$ cat config.mk
export PLATFORM = sky130hd
export DESIGN_NAME = vref_and_regulator_control
export DESIGN_NICKNAME = d
export VERILOG_FILES = /design/src/core/vref_reg_pkg.sv /design/src/core/eprom_power_ctrl.sv /design/src/core/vref_and_regulator_control.sv
export SDC_FILE = /design/constraint.sdc
export NUM_CORES = 1
export LEC_CHECK = 0
export ABC_AREA = 1
export BUFFER_PORTS_ARGS = -buffer_cell sky130_fd_sc_hd__buf_2
export CAP_MARGIN = 25
export CORE_UTILIZATION = 40
export CTS_CLUSTER_DIAMETER = 100
export DETAILED_ROUTE_END_ITERATION = 10
export PLACE_DENSITY = 0.78
export SLEW_MARGIN = 10
export SYNTH_ARGS = -nofsm -noshare
export SYNTH_HDL_FRONTEND = slang
export SYNTH_SLANG_ARGS = --single-unit
$ cat constraint.sdc
create_clock -name clk_sys_i -period 1.16 [get_ports clk_sys_i]
set_input_delay 0.116 -clock clk_sys_i [delete_from_list [all_inputs] [get_ports clk_sys_i]]
set_output_delay 0.116 -clock clk_sys_i [all_outputs]
set_load 0.01 [all_outputs]
$ cat src/core/vref_reg_pkg.sv
// Constants and types shared by the reference and regulator control block
package vref_reg_pkg;

    // Register addresses on the internal register bus
    localparam logic [7:0] CORE_REG_CTRL_ADDR  = 8'hC7;
    localparam logic [7:0] REF_SEL_CTRL_ADDR   = 8'hD1;

    // Reset values
    localparam logic [7:0] CORE_REG_CTRL_RESET = 8'h00;
    localparam logic [7:0] REF_SEL_CTRL_RESET  = 8'h00;

    // Reference select control fields
    localparam int REF_OVERRIDE_BIT = 4;
    localparam int REF_SOURCE_BIT   = 3;
    localparam int TEMP_ENABLE_BIT  = 2;
    localparam logic [7:0] REF_SEL_WRITABLE_MASK = 8'h1C;

    // Core regulator control fields
    localparam int STOP_CONFIG_BIT  = 7;
    localparam int BYPASS_BIT       = 6;
    localparam int MEM_PWR_CTRL_BIT = 0;

    // Clocks skipped while the program memory supply settles
    localparam int EPROM_SETTLE_CYCLES = 20;

    typedef enum logic [1:0] {
        REF_FROM_PIN       = 2'b00,
        REF_FROM_SUPPLY    = 2'b01,
        REF_FROM_REGULATOR = 2'b10
    } ref_source_t;

    typedef enum logic [0:0] {
        PWR_RUN    = 1'b0,
        PWR_SETTLE = 1'b1
    } eprom_power_state_t;

    typedef struct packed {
        logic [7:0] addr;
        logic [7:0] wdata;
        logic       write;
        logic       read;
    } sfr_req_t;

endpackage : vref_reg_pkg

$ cat src/core/eprom_power_ctrl.sv
// Program memory power gating with settle stall after a slow-to-fast clock change
`timescale 1ns/1ns
module eprom_power_ctrl
    import vref_reg_pkg::*;
#(
    parameter int SETTLE_CYCLES = EPROM_SETTLE_CYCLES
) (
    input  wire logic clk_sys_i,
    input  wire logic reset_i,
    input  wire logic enable_i,
    input  wire logic clock_fast_i,
    input  wire logic fetch_i,
    output logic      eprom_power_o,
    output logic      fetch_stall_o
);

    localparam int CW = $clog2(SETTLE_CYCLES + 1);

    // Settle counter needs at least one clock
    if (SETTLE_CYCLES < 1) begin : g_bad_settle
        $error("SETTLE_CYCLES must be at least 1");
    end

    eprom_power_state_t state;
    eprom_power_state_t next_state;
    logic [CW-1:0]      count;
    logic [CW-1:0]      next_count;
    logic               clock_fast_prev;

    wire fast_rise      = clock_fast_i & ~clock_fast_prev;
    wire start_settle   = enable_i & fast_rise & (state == PWR_RUN);
    wire settle_done    = (state == PWR_SETTLE) & (count == CW'(1));
    wire next_power     = ~enable_i | fetch_i | clock_fast_i | start_settle | (state == PWR_SETTLE);
    wire next_stall     = start_settle | ((state == PWR_SETTLE) & ~settle_done);

    always_comb begin
        next_state = state;
        next_count = count;
        case (state)
            PWR_RUN: begin
                if (start_settle) begin
                    next_state = PWR_SETTLE;
                    next_count = CW'(SETTLE_CYCLES);
                end
            end
            PWR_SETTLE: begin
                next_count = count - CW'(1);
                if (settle_done) begin
                    next_state = PWR_RUN;
                end
            end
            default: begin
                next_state = PWR_RUN;
                next_count = '0;
            end
        endcase
    end

    always_ff @(posedge clk_sys_i) begin
        if (reset_i) begin
            state           <= PWR_RUN;
            count           <= '0;
            clock_fast_prev <= 1'b0;
            eprom_power_o   <= 1'b1;
            fetch_stall_o   <= 1'b0;
        end else begin
            state           <= next_state;
            count           <= next_count;
            clock_fast_prev <= clock_fast_i;
            eprom_power_o   <= next_power;
            fetch_stall_o   <= next_stall;
        end
    end

endmodule : eprom_power_ctrl

$ cat src/core/vref_and_regulator_control.sv
// Voltage reference select and core regulator control registers
//
// Function
// - Without override, source select 0 picks reference pin, 1 picks supply.
// - Override set forces internal regulator as reference, ignoring source select.
// - Temperature sensor enable bit switches the sensor on or off.
// - Reference control bits 7 to 5 read zero, writes ignored.
// - Reference control bits 1 and 0 read zero, writes ignored.
// - Stop configuration 0 keeps regulator active in stop state.
// - Stop configuration 1 shuts regulator down in stop; only pin reset works.
// - Bypass bit 1 turns regulator off, core runs from supply pin.
// - Memory power controller gates program memory between fetches at slow clock when enabled.
// - Slow-to-fast clock change powers memory on, stalls up to 20 clocks.
`timescale 1ns/1ns
module vref_and_regulator_control
    import vref_reg_pkg::*;
#(
    parameter int SETTLE_CYCLES = EPROM_SETTLE_CYCLES
) (
    input  wire logic       clk_sys_i,
    input  wire logic       reset_i,
    input  wire sfr_req_t   sfr_req_i,
    input  wire logic       stop_state_i,
    input  wire logic       clock_fast_i,
    input  wire logic       fetch_i,
    output logic [7:0]      read_data_o,
    output ref_source_t     ref_select_o,
    output logic            temp_sensor_on_o,
    output logic            regulator_on_o,
    output logic            regulator_bypass_o,
    output logic            pin_reset_only_o,
    output logic            eprom_power_o,
    output logic            fetch_stall_o
);

    // Output levels that agree with the register reset values
    localparam logic        RESET_OVERRIDE   = REF_SEL_CTRL_RESET[REF_OVERRIDE_BIT];
    localparam logic        RESET_SOURCE     = REF_SEL_CTRL_RESET[REF_SOURCE_BIT];
    localparam logic        RESET_TEMP_ON    = REF_SEL_CTRL_RESET[TEMP_ENABLE_BIT];
    localparam logic        RESET_BYPASS     = CORE_REG_CTRL_RESET[BYPASS_BIT];
    localparam logic        RESET_REG_ON     = ~RESET_BYPASS;
    localparam ref_source_t RESET_REF_SELECT = RESET_OVERRIDE ? REF_FROM_REGULATOR :
                                               RESET_SOURCE   ? REF_FROM_SUPPLY    :
                                                                REF_FROM_PIN;

    // Settle window must be usable by the memory power controller
    if (SETTLE_CYCLES < 1 || SETTLE_CYCLES > 255) begin : g_bad_settle
        $error("SETTLE_CYCLES out of range");
    end

    // Field positions must lie inside the byte
    if (REF_OVERRIDE_BIT > 7 || REF_SOURCE_BIT > 7 || TEMP_ENABLE_BIT > 7 ||
        STOP_CONFIG_BIT > 7 || BYPASS_BIT > 7 || MEM_PWR_CTRL_BIT > 7) begin : g_bad_field
        $error("Control field position outside the register");
    end

    // Reference fields must not share a bit
    if (REF_OVERRIDE_BIT == REF_SOURCE_BIT || REF_OVERRIDE_BIT == TEMP_ENABLE_BIT ||
        REF_SOURCE_BIT == TEMP_ENABLE_BIT) begin : g_bad_ref_fields
        $error("Reference fields overlap");
    end

    // Regulator fields must not share a bit
    if (STOP_CONFIG_BIT == BYPASS_BIT || STOP_CONFIG_BIT == MEM_PWR_CTRL_BIT ||
        BYPASS_BIT == MEM_PWR_CTRL_BIT) begin : g_bad_core_fields
        $error("Regulator fields overlap");
    end

    // Writable mask must cover exactly the three reference fields
    if (REF_SEL_WRITABLE_MASK != ((8'h01 << REF_OVERRIDE_BIT) |
                                  (8'h01 << REF_SOURCE_BIT)   |
                                  (8'h01 << TEMP_ENABLE_BIT))) begin : g_bad_mask
        $error("Reference writable mask does not match its fields");
    end

    // Reset value may not set a bit that always reads zero
    if ((REF_SEL_CTRL_RESET & ~REF_SEL_WRITABLE_MASK) != 8'h00) begin : g_bad_reset
        $error("Reference reset value sets an unused bit");
    end

    // Two registers must not share an address
    if (REF_SEL_CTRL_ADDR == CORE_REG_CTRL_ADDR) begin : g_bad_addr
        $error("Register addresses collide");
    end

    // Reset must leave the regulator running; bypass is unsafe on a high supply
    if (RESET_BYPASS != 1'b0) begin : g_bad_core_reset
        $error("Regulator reset value selects bypass");
    end

    logic [7:0] reference_select_control;
    logic [7:0] core_regulator_control;
    logic [7:0] next_ref_ctrl;
    logic [7:0] next_core_ctrl;

    // Address decode
    wire hit_ref  = (sfr_req_i.addr == REF_SEL_CTRL_ADDR);
    wire hit_core = (sfr_req_i.addr == CORE_REG_CTRL_ADDR);
    wire wr_ref   = sfr_req_i.write & hit_ref;
    wire wr_core  = sfr_req_i.write & hit_core;
    wire rd_any   = sfr_req_i.read;

    // unused reference bits never hold a one
    for (genvar b = 0; b < 8; b++) begin : g_reg_bit
        wire ref_bit_src  = wr_ref  ? sfr_req_i.wdata[b] : reference_select_control[b];
        wire core_bit_src = wr_core ? sfr_req_i.wdata[b] : core_regulator_control[b];
        assign next_ref_ctrl[b]  = REF_SEL_WRITABLE_MASK[b] & ref_bit_src;
        assign next_core_ctrl[b] = core_bit_src;
    end

    // Field views of the values the registers take at this edge; memory power enable is the stored value
    wire next_override = next_ref_ctrl[REF_OVERRIDE_BIT];
    wire next_source   = next_ref_ctrl[REF_SOURCE_BIT];
    wire next_temp_on  = next_ref_ctrl[TEMP_ENABLE_BIT];
    wire next_stop_cfg = next_core_ctrl[STOP_CONFIG_BIT];
    wire next_bypass   = next_core_ctrl[BYPASS_BIT];
    wire mem_pwr_en    = core_regulator_control[MEM_PWR_CTRL_BIT];

    wire ref_source_t next_ref_select = next_override ? REF_FROM_REGULATOR :
                                        next_source   ? REF_FROM_SUPPLY    :
                                                        REF_FROM_PIN;

    // regulator shuts down in stop only when so configured
    wire stop_shutdown = stop_state_i & next_stop_cfg;
    wire next_reg_on   = ~next_bypass & ~stop_shutdown;

    // Unmapped addresses read zero; a read beside a write sees the old value
    wire [7:0] next_read_data = hit_ref  ? reference_select_control :
                                hit_core ? core_regulator_control   :
                                           8'h00;
    wire [7:0] next_read_hold = rd_any ? next_read_data : read_data_o;

    always_ff @(posedge clk_sys_i) begin
        if (reset_i) begin
            reference_select_control <= REF_SEL_CTRL_RESET;
        end else begin
            reference_select_control <= next_ref_ctrl;
        end
    end

    // Reserved regulator bits are stored as written
    always_ff @(posedge clk_sys_i) begin
        if (reset_i) begin
            core_regulator_control <= CORE_REG_CTRL_RESET;
        end else begin
            core_regulator_control <= next_core_ctrl;
        end
    end

    // Read data holds until the next read
    always_ff @(posedge clk_sys_i) begin
        if (reset_i) begin
            read_data_o <= 8'h00;
        end else begin
            read_data_o <= next_read_hold;
        end
    end

    always_ff @(posedge clk_sys_i) begin
        if (reset_i) begin
            ref_select_o <= RESET_REF_SELECT;
        end else begin
            ref_select_o <= next_ref_select;
        end
    end

    always_ff @(posedge clk_sys_i) begin
        if (reset_i) begin
            temp_sensor_on_o <= RESET_TEMP_ON;
        end else begin
            temp_sensor_on_o <= next_temp_on;
        end
    end

    always_ff @(posedge clk_sys_i) begin
        if (reset_i) begin
            regulator_on_o <= RESET_REG_ON;
        end else begin
            regulator_on_o <= next_reg_on;
        end
    end

    always_ff @(posedge clk_sys_i) begin
        if (reset_i) begin
            regulator_bypass_o <= RESET_BYPASS;
        end else begin
            regulator_bypass_o <= next_bypass;
        end
    end

    // only pin reset or power cycle wakes
    always_ff @(posedge clk_sys_i) begin
        if (reset_i) begin
            pin_reset_only_o <= 1'b0;
        end else begin
            pin_reset_only_o <= stop_shutdown;
        end
    end

    eprom_power_ctrl #(
        .SETTLE_CYCLES (SETTLE_CYCLES)
    ) u_eprom_power (
        .clk_sys_i     (clk_sys_i),
        .reset_i       (reset_i),
        .enable_i      (mem_pwr_en),
        .clock_fast_i  (clock_fast_i),
        .fetch_i       (fetch_i),
        .eprom_power_o (eprom_power_o),
        .fetch_stall_o (fetch_stall_o)
    );

endmodule : vref_and_regulator_control

* Yosys cells after proc, flatten, opt, wreduce, memory -nomap -nowiden
Index checks and enable logic that the tools add are counted.
Operators by class: bitwise gates (word level) 20, reductions and logical operators 1, add/sub/neg operators 1, equal/unequal tests 4, muxes and demuxes 14
Operators with widths (number):
- $eq A8 B8 Y1 const B | 2
- $mux W8 | 2
- $pmux W5 S2 | 1
- $and A1 B1 Y1 | 9
- $mux W1 | 8
- $not A1 Y1 | 6
- $eq A5 B1 Y1 const B | 1
- $mux W5 | 1
- $or A1 B1 Y1 | 5
- $sub A5 B1 Y5 const B | 1
- $mux W2 | 1
- $ne A2 B1 Y1 const B | 1
- $pmux W1 S2 | 1
- $reduce_or A2 Y1 | 1
Storage, ports and cells: bits in registers 39, input bits 23, logic and storage cells 56

* Longest topological paths before layout
depth after elaboration 6, depth in mapped cells 9

* Cells and area by module
A second synthesis with hierarchy kept.
Second synthesis, totals: cells, all modules 181, area total of the unflattened synthesis 1357.6 um^2
Modules (own cells, without submodules):
- vref_and_regulator_control | cells an instance 127, times used 1, area an instance 964.7 um^2
- eprom_power_ctrl | cells an instance 54, times used 1, area an instance 392.9 um^2

* Worst setup path after synthesis
OpenSTA, ideal clock, no wires.
path type register to register, start register u_eprom_power.count[0], end register u_eprom_power.count[1], data required time 1.089 ns, setup time 0.071 ns, cell stages (with the launch flop) 5, data arrival time 1.073 ns, setup slack 0.017 ns, cell sequence dfxtp_1 > inv_1 > ha_1 > or2_2 > a21oi_1
On the way: cells in the longest elaborated chain, start to end 2
RTL lines:
- start: declaration | RTL line eprom_power_ctrl.sv:26 | logic [CW-1:0] count;
- start signal: assignment | RTL line eprom_power_ctrl.sv:68 | count <= next_count;
- $sub A5 B1 Y5 | RTL line eprom_power_ctrl.sv:47 | next_count = count - CW'(1);
- $pmux W5 S2 | RTL line eprom_power_ctrl.sv:39 | case (state)
No other way between the ends. A chain may end at the register's enable or synchronous reset.

* Worst setup path in the final report
start register u_eprom_power.count[1], end register u_eprom_power.count[1]
Same word-level chain as after synthesis.

==> summary.txt <==
STA
  – Rel. slew slack: 0.776
  – WHS: 17.9 ps
  – Final Setup Violations: 0
  – Slew Limit Fails: 0
  – Final setup TNS: 0 ps
  – Slew at the pin closest to its max-slew limit: 336 ps
  – Count of final hold-check violations: 0
  – RSZ-0062 raised after global routing: no
  – F_max: 936 MHz
  – Clock Skew: 7.68 ps
  – Final min period: 1070 ps
  – Tcrit/Tclk final: 0.921

CTS
  – H-tree depth: 2
  – CTS clk-pin slew, worst paths: 90 ps
  – CTS tree: yes
  – CTS sink cnt: 31
  – Root Driver: clkbuf_4
  – Clock Latency Late Sink: 330 ps
  – Clock tree buffer depth: 2
  – Number of buffers created by CTS: 5

Global route
  – GRT Overall Usage: 0.179
  – Pin count of the biggest net entering global routing: 21
  – First-pass GRT wire length: 4620 microns
  – Vias in the first global route: 1,092
  – Initial antenna violation count: 0
  – Grt ovf: 0

Setup path
  – WS Path Type: reg -> reg
  – Reg2Reg Depth: 4
  – Crit path buf inv count: 1
  – CP arrival: 1330 ps
  – Slowest stage cell, crit path: dfxtp_2
  – CP Launch Type: flop
  – WP data required: 1420 ps
  – Worst setup EP type: flop
  – Slowest stage delay, CP: 340 ps
  – Delay-heaviest family, CP: flip-flops
  – Worst-path fanout max: 2
  – Crit path depth: 4
  – Critical path cell sequence: inv_1, ha_1, or2_4, a21oi_2

Routing
  – Wire length per cell: 10.0 microns
  – Vias per std cell: 4.61
  – DRC viols: 0
  – Initial DRC Count: 34
  – DRT Wirelength: 2730 microns
  – Routed Antenna Nets: 0
  – Vias: 1,255
  – Initial DRT Pass Iterations: 4

Cells and area
  – Final nets: 253
  – Layout cells sized above 1: 0.285
  – Most common cell after layout, fill and taps aside: buf_2
  – Synthesis-to-layout area growth: 25.7%
  – # fillers: 323
  – Most frequent cells in the layout: buf_2 (38), nand2_1 (35), inv_1 (29), dfxtp_1 (29), nand3_1 (18)
  – ANT cells: 0

Synthesis
  – Synth cell types: 22
  – Top area cells in the synthesized netlist: dfxtp_1 (46%), nand2_1 (9.8%), inv_1 (8.1%)
  – Cell count after synthesis: 180
  – Synth Area in Compound Gates: 0.109
  – Register area share after synthesis: 0.462
  – Mapped cell area: 1340 sq um
  – Synth Area in XOR/XNOR: 0
  – Yosys warns: 0
  – Average cell area after synthesis: 7.47 sq um
  – Post-synthesis adder-cell area fraction: 0.0186
  – Synth Register Bits: 31
  – Post-synth top area share: 0.462
  – Largest family of logic cells by synthesized area: simple AND/OR/NAND/NOR gates
  – Area share of and/or/nand/nor cells after synthesis: 0.304
  – Syn_nets: 205
  – Post-synth top area cell: dfxtp_1
  – Multiplexer area fraction after synthesis: 0

Floorplan
  – Die Area: 3600 sq um
  – Core area: 3130 sq um
  – DIE WIDTH: 60.0 microns
  – Die Span Y: 60.0 microns
  – Io pins: 39
  – # rows: 20
  – Initial cell density of the core: 0.430

Hold path
  – HP Class: in -> reg
  – Hold Path Stages: 3

Power
  – Peak supply drop: 0.650 mV
  – PwrDens: 1090 nW/um^2
  – Leak: 0.767 nW

Placement
  – Final HPWL DP: 2040 microns
  – IO Port Bufs: 38
  – RePlAce Congestion: 0.867

Flow run
  – Max-cap violation count: 0

Outcome
  – Status: finished, final reports clean
[registers in the layout, indices dropped and copies added, names as in the netlist]
| register | count |
|---|---|
| u_eprom_power.count | 5 |
| pin_reset_only_o | 1 |
| reference_select_control | 3 |
| ref_select_o | 1 |
| u_eprom_power.fetch_stall_o | 1 |
| u_eprom_power.clock_fast_prev | 1 |
| core_regulator_control | 8 |
| u_eprom_power.eprom_power_o | 1 |
| regulator_on_o | 1 |
| u_eprom_power.state | 1 |
| read_data_o | 8 |
[tightest hold or removal path, stage by stage]
cell    delay, ps
buf_2         120
inv_1          50
nor2_1         30
[area by class of cell]
type                       count  area (sq um)  share of cell area
clock buffer                   6          51.3              0.0304
multi-input combinational    114           586               0.347
timing repair buffer          47           260               0.154
tap                           44          55.1              0.0326
inverter                      29           109              0.0644
clock inverter                 1          5.00             0.00296
sequential                    31           623               0.369
[power breakdown]
part           switching [mW]  leakage, nW  internal [mW]  total, mW
clock                   0.351       0.0341          0.280      0.631
combinational          0.0843        0.481         0.0571      0.141
sequential            0.00369        0.252           1.07       1.08
[cells in the mapped netlist]
| master | number |
|---|---|
| nor3_4 | 1 |
| a31oi_1 | 2 |
| o21ai_1 | 3 |
| or2_2 | 1 |
| nand3_1 | 18 |
| nand3_2 | 1 |
| buf_4 | 1 |
| nor3_1 | 1 |
| nand4_1 | 8 |
| dfxtp_1 | 31 |
| inv_1 | 29 |
| nor2_1 | 14 |
| nand2_1 | 35 |
| buf_6 | 1 |
| o21ai_0 | 4 |
| nand2_2 | 2 |
| o21ai_2 | 1 |
| clkbuf_2 | 1 |
| a21oi_1 | 18 |
| clkbuf_1 | 3 |
| nor2_4 | 3 |
| ha_1 | 2 |
[cells by family after synthesis]
kind of cell             after synthesis
flip-flops                            31
AND/OR/NAND/NOR                       84
adder cells (fa/ha/maj)                2
AO/OA/AOI/OAI                         28
buffers and inverters                 35
[layer usage]
| metal | wire length (microns) | up-vias | part of all wire | GRT usage |
|---|---|---|---|---|
| met4 | 55 | 0 | 0.020 | 0.106 |
| met2 | 1210 | 32 | 0.44 | 0.279 |
| met1 | 1340 | 543 | 0.49 | 0.211 |
| li1 | - | 674 | - | - |
| met5 | 0 | - | 0 | 0 |
| met3 | 128 | 6 | 0.047 | 0.0606 |
[per-stage QoR]
stage | cell area (sq um) | worst slack [ps] | utilization | instances | power (mW)
2_1_floorplan | 1340 | 16.6 | - | 180 | 1.17
3_3_place_gp | 1610 | 50.7 | 0.514 | 263 | 1.24
3_5_place_dp | 1610 | 11.4 | 0.514 | 263 | 1.24
4_1_cts | 1680 | 9.41 | 0.536 | 271 | 1.87
5_1_grt | 1690 | 25.2 | 0.540 | 272 | 1.95
6_report | 1690 | 91.2 | 0.540 | 272 | 1.85
[final timing paths]
check / from / end / slack (ps)
worst max register to register: u_eprom_power.count[1] / u_eprom_power.count[1] / 90
worst min register to register: core_regulator_control[4] / core_regulator_control[4] / 450
worst min-delay path: clock_fast_i / u_eprom_power.clock_fast_prev / 20
worst max-delay path: u_eprom_power.count[1] / u_eprom_power.count[1] / 90
[what timing repair did]
item                                    CTS  global route
gates resized for setup                   2             4
buffers inserted                          0             1
hold buffers                              1             0
pin swaps                                 0             1
hold endpoints to repair                  1             0
endpoints found under the setup margin    1             3
Power figures use the tool's default switching activity.
